--- config.mk ---
export PLATFORM = sky130hd
export DESIGN_NAME = twb_engine
export DESIGN_NICKNAME = d
export VERILOG_FILES = /design/src/rtl/twb_pkg.sv /design/src/rtl/twb_engine.sv
export SDC_FILE = /design/constraint.sdc
export NUM_CORES = 2
export LEC_CHECK = 0
export ABC_AREA = 1
export BUFFER_PORTS_ARGS = -buffer_cell sky130_fd_sc_hd__buf_2
export CORE_UTILIZATION = 45
export DETAILED_ROUTE_END_ITERATION = 8
export PLACE_DENSITY = 0.71
export RECOVER_POWER = 25
export SLEW_MARGIN = 30
export SYNTH_ARGS = -nofsm -noshare
export SYNTH_HDL_FRONTEND = slang
export SYNTH_SLANG_ARGS = --single-unit
export TNS_END_PERCENT = 1
--- constraint.sdc ---
create_clock -name pclk -period 29.2 [get_ports pclk]
set_input_delay 4.38 -clock pclk [delete_from_list [all_inputs] [get_ports pclk]]
set_output_delay 4.38 -clock pclk [all_outputs]
set_load 0.02 [all_outputs]
--- src/rtl/twb_pkg.sv ---
// Constants and carrier types for the transparent write block transfer engine
package twb_pkg;

	// ****************************************
	// Register map (indices; byte address = index * 4)
	// ****************************************
	localparam logic [8:0] IDX_CTRL = 9'h100;
	localparam logic [8:0] IDX_FMT = 9'h101;
	localparam logic [8:0] IDX_OP = 9'h103;
	localparam logic [8:0] IDX_SRC0 = 9'h104;
	localparam logic [8:0] IDX_DST0 = 9'h108;
	localparam logic [8:0] IDX_DST1 = 9'h109;
	localparam logic [8:0] IDX_DST2 = 9'h10a;
	localparam logic [8:0] IDX_STR_LO = 9'h10c;
	localparam logic [8:0] IDX_STR_HI = 9'h10d;
	localparam logic [8:0] IDX_WID_LO = 9'h110;
	localparam logic [8:0] IDX_WID_HI = 9'h111;
	localparam logic [8:0] IDX_HGT_LO = 9'h112;
	localparam logic [8:0] IDX_HGT_HI = 9'h113;
	localparam logic [8:0] IDX_COL_LO = 9'h114;
	localparam logic [8:0] IDX_COL_HI = 9'h115;
	localparam logic [8:0] IDX_LINSEL = 9'h11c;
	localparam logic [4:0] REG_PAGE = 5'h08;
	localparam logic [11:0] DATA_ADDR = 12'h800;

	// ****************************************
	// Field values and bit positions
	// ****************************************
	localparam logic [7:0] OP_TWRITE = 8'h04;
	localparam logic [7:0] FMT_8BPP = 8'h00;
	localparam logic [7:0] FMT_16BPP = 8'h01;
	localparam int unsigned CTRL_ACTIVE = 7;
	localparam int unsigned CTRL_HALF = 6;
	localparam int unsigned CTRL_NEMPTY = 5;
	localparam int unsigned CTRL_FULL = 4;
	localparam int unsigned CTRL_DONE = 3;
	localparam int unsigned LIN_SRC = 0;
	localparam int unsigned LIN_DST = 1;
	localparam logic [7:0] REG_RESET = 8'h00;

	// ****************************************
	// Write queue
	// ****************************************
	localparam int unsigned FIFO_DEPTH = 16;
	localparam logic [4:0] FIFO_FULL = 5'h10;
	localparam logic [4:0] FIFO_HALF = 5'h08;

	typedef enum logic [1:0] {
		TWB_IDLE = 2'b00,
		TWB_RUN = 2'b01,
		TWB_DONE = 2'b10
	} twb_state_t;

	// One display buffer write request
	typedef struct packed {
		logic [23:0] addr;
		logic [15:0] data;
		logic [1:0] be;
	} twb_mem_wr_t;

endpackage

--- src/rtl/twb_engine.sv ---
// Transparent write block transfer engine with APB registers and write queue
// Register window
// Each configuration register is one byte in its own aligned word slot.
// The byte address of a slot is its index times four.
// Upper read data bits are always zero.
// Unmapped addresses answer with pslverr and store nothing.
// Writes to the control slot are never stored; they only start a transfer.
// A start is ignored unless the engine is idle and fully configured.
// Fully configured means the operation code and a known colour format.
//
// Data window
// Each host write to the data window during a transfer pushes its low half word.
// A wide host write must be split into two half word writes upstream.
// Words beyond the expected count are dropped, not queued.
// Words written while the queue is full are dropped as well.
// A read of the data window returns zero.
// Once the engine is done, that read returns the engine to idle.
//
// Write queue
// Sixteen half words of flip-flop storage with a fill counter.
// Full, half full and not empty come straight from the counter.
// The queue is flushed at every start, so stale words never leak.
//
// Pixel engine
// One pixel is stepped per cycle while a word waits in the queue.
// A step is held back while a display write is still unacknowledged.
// Transparent pixels step without a display write.
// At 8 bpp a byte select walks the low and high halves of each word.
// The select restarts from the source phase at every line.
// A word is released after its high byte or at the end of a line.
// Lines advance by the stride in rectangular mode.
// Lines follow on directly in linear mode.
//
// Hazards
// Software must not change configuration while a transfer runs.
// The queue storage has no reset; only counted entries are ever read.
// The display write request stands until acknowledged, data unchanged.
//
// Decided for this implementation: the APB register port.
`timescale 1ns/10ps
`default_nettype none

module twb_engine (
	input wire logic pclk,
	input wire logic presetn,
	input wire logic psel,
	input wire logic penable,
	input wire logic pwrite,
	input wire logic [11:0] paddr,
	input wire logic [31:0] pwdata,
	output logic [31:0] prdata,
	output logic pready,
	output logic pslverr,
	output twb_pkg::twb_mem_wr_t mem_wr,
	output logic mem_req,
	input wire logic mem_ack
);

	// ****************************************
	// Register slot decode
	// ****************************************

	// True for slots that hold a register
	function automatic logic slot_mapped(input logic [4:0] s);
		slot_mapped = (s == twb_pkg::IDX_CTRL[4:0]) || (s == twb_pkg::IDX_FMT[4:0])
			|| (s == twb_pkg::IDX_OP[4:0]) || (s == twb_pkg::IDX_SRC0[4:0])
			|| (s == twb_pkg::IDX_DST0[4:0]) || (s == twb_pkg::IDX_DST1[4:0])
			|| (s == twb_pkg::IDX_DST2[4:0]) || (s == twb_pkg::IDX_STR_LO[4:0])
			|| (s == twb_pkg::IDX_STR_HI[4:0]) || (s == twb_pkg::IDX_WID_LO[4:0])
			|| (s == twb_pkg::IDX_WID_HI[4:0]) || (s == twb_pkg::IDX_HGT_LO[4:0])
			|| (s == twb_pkg::IDX_HGT_HI[4:0]) || (s == twb_pkg::IDX_COL_LO[4:0])
			|| (s == twb_pkg::IDX_COL_HI[4:0]) || (s == twb_pkg::IDX_LINSEL[4:0]);
	endfunction

	logic [7:0] regs_q [0:31];
	twb_pkg::twb_state_t state_q;
	logic [15:0] fifo_q [0:twb_pkg::FIFO_DEPTH-1];
	logic [3:0] wr_ptr_q;
	logic [3:0] rd_ptr_q;
	logic [4:0] cnt_q;
	logic [33:0] recv_q;
	logic [15:0] x_q;
	logic [15:0] y_q;
	logic sel_q;
	logic [23:0] cur_q;
	logic [23:0] line_q;
	logic mem_req_q;
	twb_pkg::twb_mem_wr_t mem_wr_q;
	logic [31:0] prdata_q;

	wire [4:0] slot = paddr[6:2];
	wire reg_hit = (paddr[11:7] == twb_pkg::REG_PAGE) && (paddr[1:0] == 2'b00);
	wire data_hit = (paddr == twb_pkg::DATA_ADDR);
	wire mapped = data_hit || (reg_hit && slot_mapped(slot));
	wire setup = psel && !penable;
	wire access = psel && penable;
	wire apb_wr = access && pwrite && mapped;
	wire apb_rd = access && !pwrite && mapped;
	wire ctrl_hit = reg_hit && (slot == twb_pkg::IDX_CTRL[4:0]);

	// ****************************************
	// Configuration view of the register bytes
	// ****************************************

	// Destination bytes, least significant lowest
	wire [23:0] dest = {regs_q[twb_pkg::IDX_DST2[4:0]], regs_q[twb_pkg::IDX_DST1[4:0]],
		regs_q[twb_pkg::IDX_DST0[4:0]]};
	wire [15:0] stride = {regs_q[twb_pkg::IDX_STR_HI[4:0]], regs_q[twb_pkg::IDX_STR_LO[4:0]]};
	wire [15:0] wm1 = {regs_q[twb_pkg::IDX_WID_HI[4:0]], regs_q[twb_pkg::IDX_WID_LO[4:0]]};
	wire [15:0] hm1 = {regs_q[twb_pkg::IDX_HGT_HI[4:0]], regs_q[twb_pkg::IDX_HGT_LO[4:0]]};
	wire [15:0] colour = {regs_q[twb_pkg::IDX_COL_HI[4:0]], regs_q[twb_pkg::IDX_COL_LO[4:0]]};
	wire [7:0] fmt = regs_q[twb_pkg::IDX_FMT[4:0]];
	wire [7:0] op = regs_q[twb_pkg::IDX_OP[4:0]];
	wire phase = regs_q[twb_pkg::IDX_SRC0[4:0]][0];
	wire dlin = regs_q[twb_pkg::IDX_LINSEL[4:0]][twb_pkg::LIN_DST];

	// Pixel size: 00h gives 8 bpp, 01h gives 16 bpp
	wire bpp16 = (fmt == twb_pkg::FMT_16BPP);
	wire bpp8 = (fmt == twb_pkg::FMT_8BPP);
	wire [23:0] bpb = bpp16 ? 24'h000002 : 24'h000001;

	// Words the host must supply for the whole area
	wire [16:0] lines = {1'b0, hm1} + 17'h00001;
	wire [16:0] wpl16 = {1'b0, wm1} + 17'h00001;
	wire [17:0] wsum8 = {2'b00, wm1} + 18'h00002 + {17'h00000, phase};
	wire [16:0] wpl8 = wsum8[17:1];
	wire [16:0] wpl = bpp16 ? wpl16 : wpl8;
	wire [33:0] expected_word_count = wpl * lines;

	// ****************************************
	// Write queue flags
	// ****************************************
	wire q_full = (cnt_q == twb_pkg::FIFO_FULL);
	wire q_nempty = (cnt_q != 5'h00);
	wire q_half = (cnt_q >= twb_pkg::FIFO_HALF);
	wire running = (state_q == twb_pkg::TWB_RUN);
	wire finished = (state_q == twb_pkg::TWB_DONE) && !mem_req_q;

	// Each data window write is one word; extra words beyond the count are dropped
	wire push = apb_wr && data_hit && running && !q_full
		&& (recv_q < expected_word_count);

	// Status byte of the control register
	logic [7:0] status;
	always_comb begin
		status = 8'h00;
		status[twb_pkg::CTRL_ACTIVE] = (state_q != twb_pkg::TWB_IDLE);
		status[twb_pkg::CTRL_HALF] = q_half;
		status[twb_pkg::CTRL_NEMPTY] = q_nempty;
		status[twb_pkg::CTRL_FULL] = q_full;
		status[twb_pkg::CTRL_DONE] = finished;
	end

	// ****************************************
	// Pixel stepping
	// ****************************************

	// The head word is the oldest queued word.
	// A step consumes one pixel of it.
	// The step waits while a display write is pending and unacknowledged.
	// An acknowledge and the next step may share one edge.
	// That keeps back-to-back display writes possible.
	// Transparent pixels never raise a request.
	// The display location of a skipped pixel keeps its old contents.
	// At 8 bpp only the low byte of the colour is compared.
	// At 16 bpp the whole word is compared.
	// Destination address advances by one pixel size per step.
	// At line end the next line start is chosen by the layout bit.
	// Rectangular: previous line start plus stride in bytes.
	// Linear: directly after the previous line's last pixel.
	// The stride is held in words, so it is doubled into bytes.
	wire [15:0] head = fifo_q[rd_ptr_q];
	wire step = running && q_nempty && (!mem_req_q || mem_ack);
	wire last_x = (x_q == wm1);
	wire last_y = (y_q == hm1);
	wire [7:0] pix8 = sel_q ? head[15:8] : head[7:0];

	// Leave a word after its high byte or at line end
	wire pop = step && (bpp16 || sel_q || last_x);
	wire transp = bpp16 ? (head == colour) : (pix8 == colour[7:0]);
	wire [23:0] stride_b = {7'h00, stride, 1'b0};
	wire [23:0] next_line = dlin ? (cur_q + bpb) : (line_q + stride_b);
	wire start = apb_wr && ctrl_hit && pwdata[7] && (state_q == twb_pkg::TWB_IDLE)
		&& (op == twb_pkg::OP_TWRITE) && (bpp8 || bpp16);
	wire shutdown = apb_rd && data_hit && finished;

	// Memory request: set by a coloured pixel, dropped on acknowledge
	wire mem_req_d = step ? !transp : (mem_req_q && !mem_ack);

	// Registers keep any order of setup; control is never stored
	always_ff @(posedge pclk or negedge presetn) begin
		if (!presetn) begin
			for (int i = 0; i < 32; i++) begin
				regs_q[i] <= twb_pkg::REG_RESET;
			end
		end else if (apb_wr && reg_hit && !ctrl_hit) begin
			regs_q[slot] <= pwdata[7:0];
		end
	end

	// Transfer state: start, run to last pixel, wait for shutdown read
	always_ff @(posedge pclk or negedge presetn) begin
		if (!presetn) begin
			state_q <= twb_pkg::TWB_IDLE;
		end else begin
			unique case (state_q)
				twb_pkg::TWB_IDLE: begin
					if (start) begin
						state_q <= twb_pkg::TWB_RUN;
					end
				end
				twb_pkg::TWB_RUN: begin
					if (step && last_x && last_y) begin
						state_q <= twb_pkg::TWB_DONE;
					end
				end
				twb_pkg::TWB_DONE: begin
					if (shutdown) begin
						state_q <= twb_pkg::TWB_IDLE;
					end
				end
				default: begin
					state_q <= twb_pkg::TWB_IDLE;
				end
			endcase
		end
	end

	// Queue storage
	always_ff @(posedge pclk) begin
		if (push) begin
			fifo_q[wr_ptr_q] <= pwdata[15:0];
		end
	end

	// Queue pointers and fill level, flushed at start
	always_ff @(posedge pclk or negedge presetn) begin
		if (!presetn) begin
			wr_ptr_q <= 4'h0;
			rd_ptr_q <= 4'h0;
			cnt_q <= 5'h00;
			recv_q <= 34'h000000000;
		end else if (start) begin
			wr_ptr_q <= 4'h0;
			rd_ptr_q <= 4'h0;
			cnt_q <= 5'h00;
			recv_q <= 34'h000000000;
		end else begin
			wr_ptr_q <= wr_ptr_q + {3'h0, push};
			rd_ptr_q <= rd_ptr_q + {3'h0, pop};
			cnt_q <= cnt_q + {4'h0, push} - {4'h0, pop};
			recv_q <= recv_q + {33'h000000000, push};
		end
	end

	// Position counters and destination address
	always_ff @(posedge pclk or negedge presetn) begin
		if (!presetn) begin
			x_q <= 16'h0000;
			y_q <= 16'h0000;
			sel_q <= 1'b0;
			cur_q <= 24'h000000;
			line_q <= 24'h000000;
		end else if (start) begin
			x_q <= 16'h0000;
			y_q <= 16'h0000;
			sel_q <= bpp8 && phase;
			cur_q <= dest;
			line_q <= dest;
		end else if (step && last_x) begin
			x_q <= 16'h0000;
			y_q <= y_q + 16'h0001;
			sel_q <= bpp8 && phase;
			cur_q <= next_line;
			line_q <= next_line;
		end else if (step) begin
			x_q <= x_q + 16'h0001;
			sel_q <= bpp8 && !sel_q;
			cur_q <= cur_q + bpb;
		end
	end

	// Display buffer write request
	always_ff @(posedge pclk or negedge presetn) begin
		if (!presetn) begin
			mem_req_q <= 1'b0;
			mem_wr_q <= '0;
		end else begin
			mem_req_q <= mem_req_d;
			if (step && !transp) begin
				mem_wr_q.addr <= cur_q;
				mem_wr_q.data <= bpp16 ? head : {pix8, pix8};
				mem_wr_q.be <= bpp16 ? 2'b11 : (cur_q[0] ? 2'b10 : 2'b01);
			end
		end
	end

	// ****************************************
	// APB read data, captured in the setup cycle
	// ****************************************

	// Read data is registered at the edge that ends the setup cycle.
	// It then stands through the access cycle until the next setup.
	// The slave never waits, so pready is tied high.
	// Status is a snapshot from the setup edge, one cycle old.
	// Software polls, so that lag costs nothing.
	// Unmapped reads return zero alongside pslverr.
	// Data window reads also return zero.
	// The data path is registered to keep the bus timing short.
	// Only the control slot returns live status; others echo storage.
	// Storage slots read back exactly what was last written.
	// The source linear bit is stored but has no effect here.
	// The source of pixel data is always the host queue.
	wire [7:0] reg_rd = ctrl_hit ? status : regs_q[slot];
	wire [31:0] rd_mux = (reg_hit && slot_mapped(slot)) ? {24'h000000, reg_rd} : 32'h00000000;

	always_ff @(posedge pclk or negedge presetn) begin
		if (!presetn) begin
			prdata_q <= 32'h00000000;
		end else if (setup) begin
			prdata_q <= rd_mux;
		end
	end

	assign prdata = prdata_q;
	assign pready = 1'b1;
	assign pslverr = access && !mapped;
	assign mem_req = mem_req_q;
	assign mem_wr = mem_wr_q;

endmodule

`default_nettype wire

==> metrics.md <==
| Metric | Value |
|---|---|
| NumNets Final | `5551` |
| Clk Latency, worst-skew pair | `0.65 ns` |
| Achievable Freq | `78.9 MHz` |
| Post-synthesis sequential area ratio | `42.5%` |
| Slew headroom | `-180%` |
| Global Route Usage Sum | `25.2%` |
| Post-Syn Area | `43800 µm²` |
| Total gr overflow | `0` |
| Yosys warns | `0` |
| FF/Latch Area | `18600 µm²` |
| Cells after synthesis | `5207` |
| Setup Skew | `0.0380 ns` |
| Status | `finished with violations` |
| Met3 usage | `4.62%` |
| CTS H-Tree Depth | `3` |
| Inst Count DP | `6292` |
| Final Hold Fails | `0` |
| Starting density of the core | `45.4%` |
| CP required | `29.78 ns` |
| Leakage | `0.0228 µW` |
| Fin worst setup slack | `16.52 ns` |
| Standard-cell rows | `114` |
| Largest net degree at the start of global routing | `167` |
| Met2 Usage GRT | `39.3%` |
| First-pass GRT wire length | `192 mm` |
| Max VDD drop | `0.0383 mV` |
| Async set-reset flop share out of synthesis | `63.1%` |
| Average size of a mapped cell | `8.41 µm²` |
| Critical path buffers and inverters | `10` |
| EDFF count, synth | `256` |
| Max-slew violations | `73` |
| CTS Buffer Depth | `3` |
| Ys flop type | `dfrtp_1` |
| DRC errors left | `0` |
| Failing checks | `max-capacitance violations, max-slew violations` |
| CTS tree | `done` |
| Critical Path End Type | `register` |
| CP Class | `register to register` |
| Max Cap Viol | `1` |
| CP top delay family | `simple AND/OR/NAND/NOR gates` |
| DP HPWL | `86.5 mm` |
| RSZ-0062 raised after global routing | `no` |
| Die height | `314 µm` |
| Vias in the first global route | `33900` |
| Gr busiest metal | `met2` |
| Tcrit/Tclk final | `43.4%` |
| Post-layout min period | `12.68 ns` |
| Final GP Congestion | `0.944` |
| Num CTS Buffers | `75` |
| Port Buffers | `85` |
| Worst-path clk slew | `0.06 ns` |
| CP startpoint kind | `register` |
| Slew at the pin closest to its max-slew limit | `4.20 ns` |
| Core area | `96600 µm²` |
| Layout Cells excl Fill | `6433` |
| Area grow syn2layout | `8.49%` |
| Arrival @ worst endpoint | `13.26 ns` |
| Postcts setup bufs | `0` |
| M1 GR Usage | `34.6%` |
| Post-route ant nets | `0` |
| Die Width | `314 µm` |
| Initial antenna violation count | `0` |
| Yosys reg bits | `693` |
| Clk sinks | `693` |
| Multi-input gate area | `21100 µm²` |
| Critical path's largest stage delay | `0.68 ns` |
| IO Pins | `127` |
| Post-synthesis cell type count | `56` |
| Pre-antenna DRT Iters | `8` |
| Iteration-0 DRC Markers | `3186` |
| Final hold slack | `0.374 ns` |
| Hold Crit Class | `register to register` |
| Final setup TNS | `0 ns` |
| CP Max Fanout | `15` |
| Cts hold-fix bufs | `0` |
| Layout cell share with drive strength beyond 1 | `6.23%` |
| Area of the die | `98600 µm²` |
| Critical-path top delay cell | `dfrtp_1` |
| Via Count | `35100` |
| CTS root buffer | `clkbuf_16` |
| Worst path most repeated cell | `inv_1` |
| Post-place setup slack | `16.12 ns` |
| Power Density | `43.1 nW/µm²` |
| Vias/cell | `5.46` |
| Final core utilization | `49.2%` |
| Resize count post-CTS | `0` |
| Total Routed Length | `123 mm` |
| WL per Instance | `19.2 µm` |
| Final setup vio count | `0` |
| Filler cell count | `8843` |
## cells in the mapped netlist, drive strengths merged (2+ instances only)
| master | count | share of area [%] |
|---|---|---|
| nand2 | 1245 | 11 |
| inv | 737 | 6.3 |
| nor2 | 454 | 3.9 |
| dfrtp | 437 | 25 |
| nand3 | 391 | 4.5 |
| o21ai | 316 | 3.6 |
| edfxtp | 256 | 18 |
| clkbuf | 231 | 2.0 |
| fa | 227 | 10 |
| ha | 180 | 5.1 |
| buf | 115 | 1.4 |
| a21oi | 101 | 1.2 |
| nor3 | 86 | 1.1 |
| xor2 | 76 | 1.5 |
| nand4 | 60 | 0.91 |
| xnor2 | 44 | 0.88 |
| o22ai | 34 | 0.49 |
| o211ai | 32 | 0.55 |
| or2 | 28 | 0.40 |
| a22oi | 25 | 0.43 |
| o31ai | 22 | 0.38 |
| nor4 | 17 | 0.26 |
| o221ai | 16 | 0.32 |
| clkinv | 15 | 0.13 |
| nand3b | 10 | 0.17 |
| a21o | 9 | 0.15 |
| a31oi | 7 | 0.10 |
| o21bai | 7 | 0.12 |
| a22o | 6 | 0.12 |
| a21boi | 3 | 0.051 |
| o22a | 3 | 0.060 |
| a211oi | 2 | 0.034 |
| a31o | 2 | 0.040 |
| conb | 2 | 0.017 |
| nor3b | 2 | 0.034 |
| o21a | 2 | 0.034 |
| or3 | 2 | 0.029 |
## cell families after synthesis
group,synth area share [%]
and+or+nand+nor,22.0
buffers and inverters,9.84
DFF,42.5
AOI/OAI and AO/OA,7.72
adders and majority gates,15.5
xor gates and xnor gates,2.40
other,0.0171
## power breakdown
group | leakage [µW] | internal (µW) | switching, µW
clock | 0.00126 | 586 | 399
sequential | 0.00822 | 1010 | 0.0138
combinational | 0.0133 | 9.15 | 45.2
## cell type report
class	count	area share [%]
sequential	693	39.2
clock buffer	112	4.80
timing repair buffer	133	1.70
inverter	752	5.94
multi-input combinational	3439	44.4
antenna	2	0.0105
clock inverter	26	0.616
tap	1276	3.36
## state kept, by name, summed over array words and instances (netlist names), 2 cells and up
register / flops
fifo_q: 256
regs_q: 182
mem_wr: 42
recv_q: 34
cur_q: 24
dest: 24
line_q: 24
colour: 16
hm1: 16
x_q: 16
y_q: 16
fmt: 8
op: 8
prdata: 8
cnt_q: 5
rd_ptr_q: 4
wr_ptr_q: 4
state_q: 2
## through the flow
step | cell area, µm² | power [µW]
2_1_floorplan | 43900 | 1050
3_3_place_gp | 44900 | 1080
4_1_cts | 47500 | 2060
6_report | 47500 | 2050
3_5_place_dp | 44900 | 1080
5_1_grt | 47500 | 2100
## layout by cell type, fill, tap and decap left out, types with 79 or more instances in the layout
cell / instances
nand3_1: 391
inv_1: 726
o21ai_0: 301
ha_1: 180
nor2_1: 434
dfrtp_1: 435
fa_1: 227
a21oi_1: 101
clkbuf_16: 79
nand2_1: 1238
edfxtp_1: 256
nor3_1: 79
## layer usage
layer | wire, µm | share of wire (%)
met5 | 0 | 0
met4 | 4800 | 3.9
met3 | 10500 | 8.5
met2 | 55400 | 45
met1 | 52700 | 43
## worst paths after layout
kind / startpoint / end / slack [ns] / cells past startpoint
setup / recovery: hm1[0] / recv_q[32] / 16.52 / 50
min in group asynchronous: presetn / mem_req / 5.24 / 1
hold reg to reg: regs_q[40] / regs_q[40] / 0.37 / 0
max in group asynchronous: presetn / rd_ptr_q[0] / 20.61 / 4
setup reg to reg: hm1[0] / recv_q[32] / 16.52 / 50
hold / removal: regs_q[40] / regs_q[40] / 0.37 / 0
No activity file was read; power rests on OpenSTA's default activity.
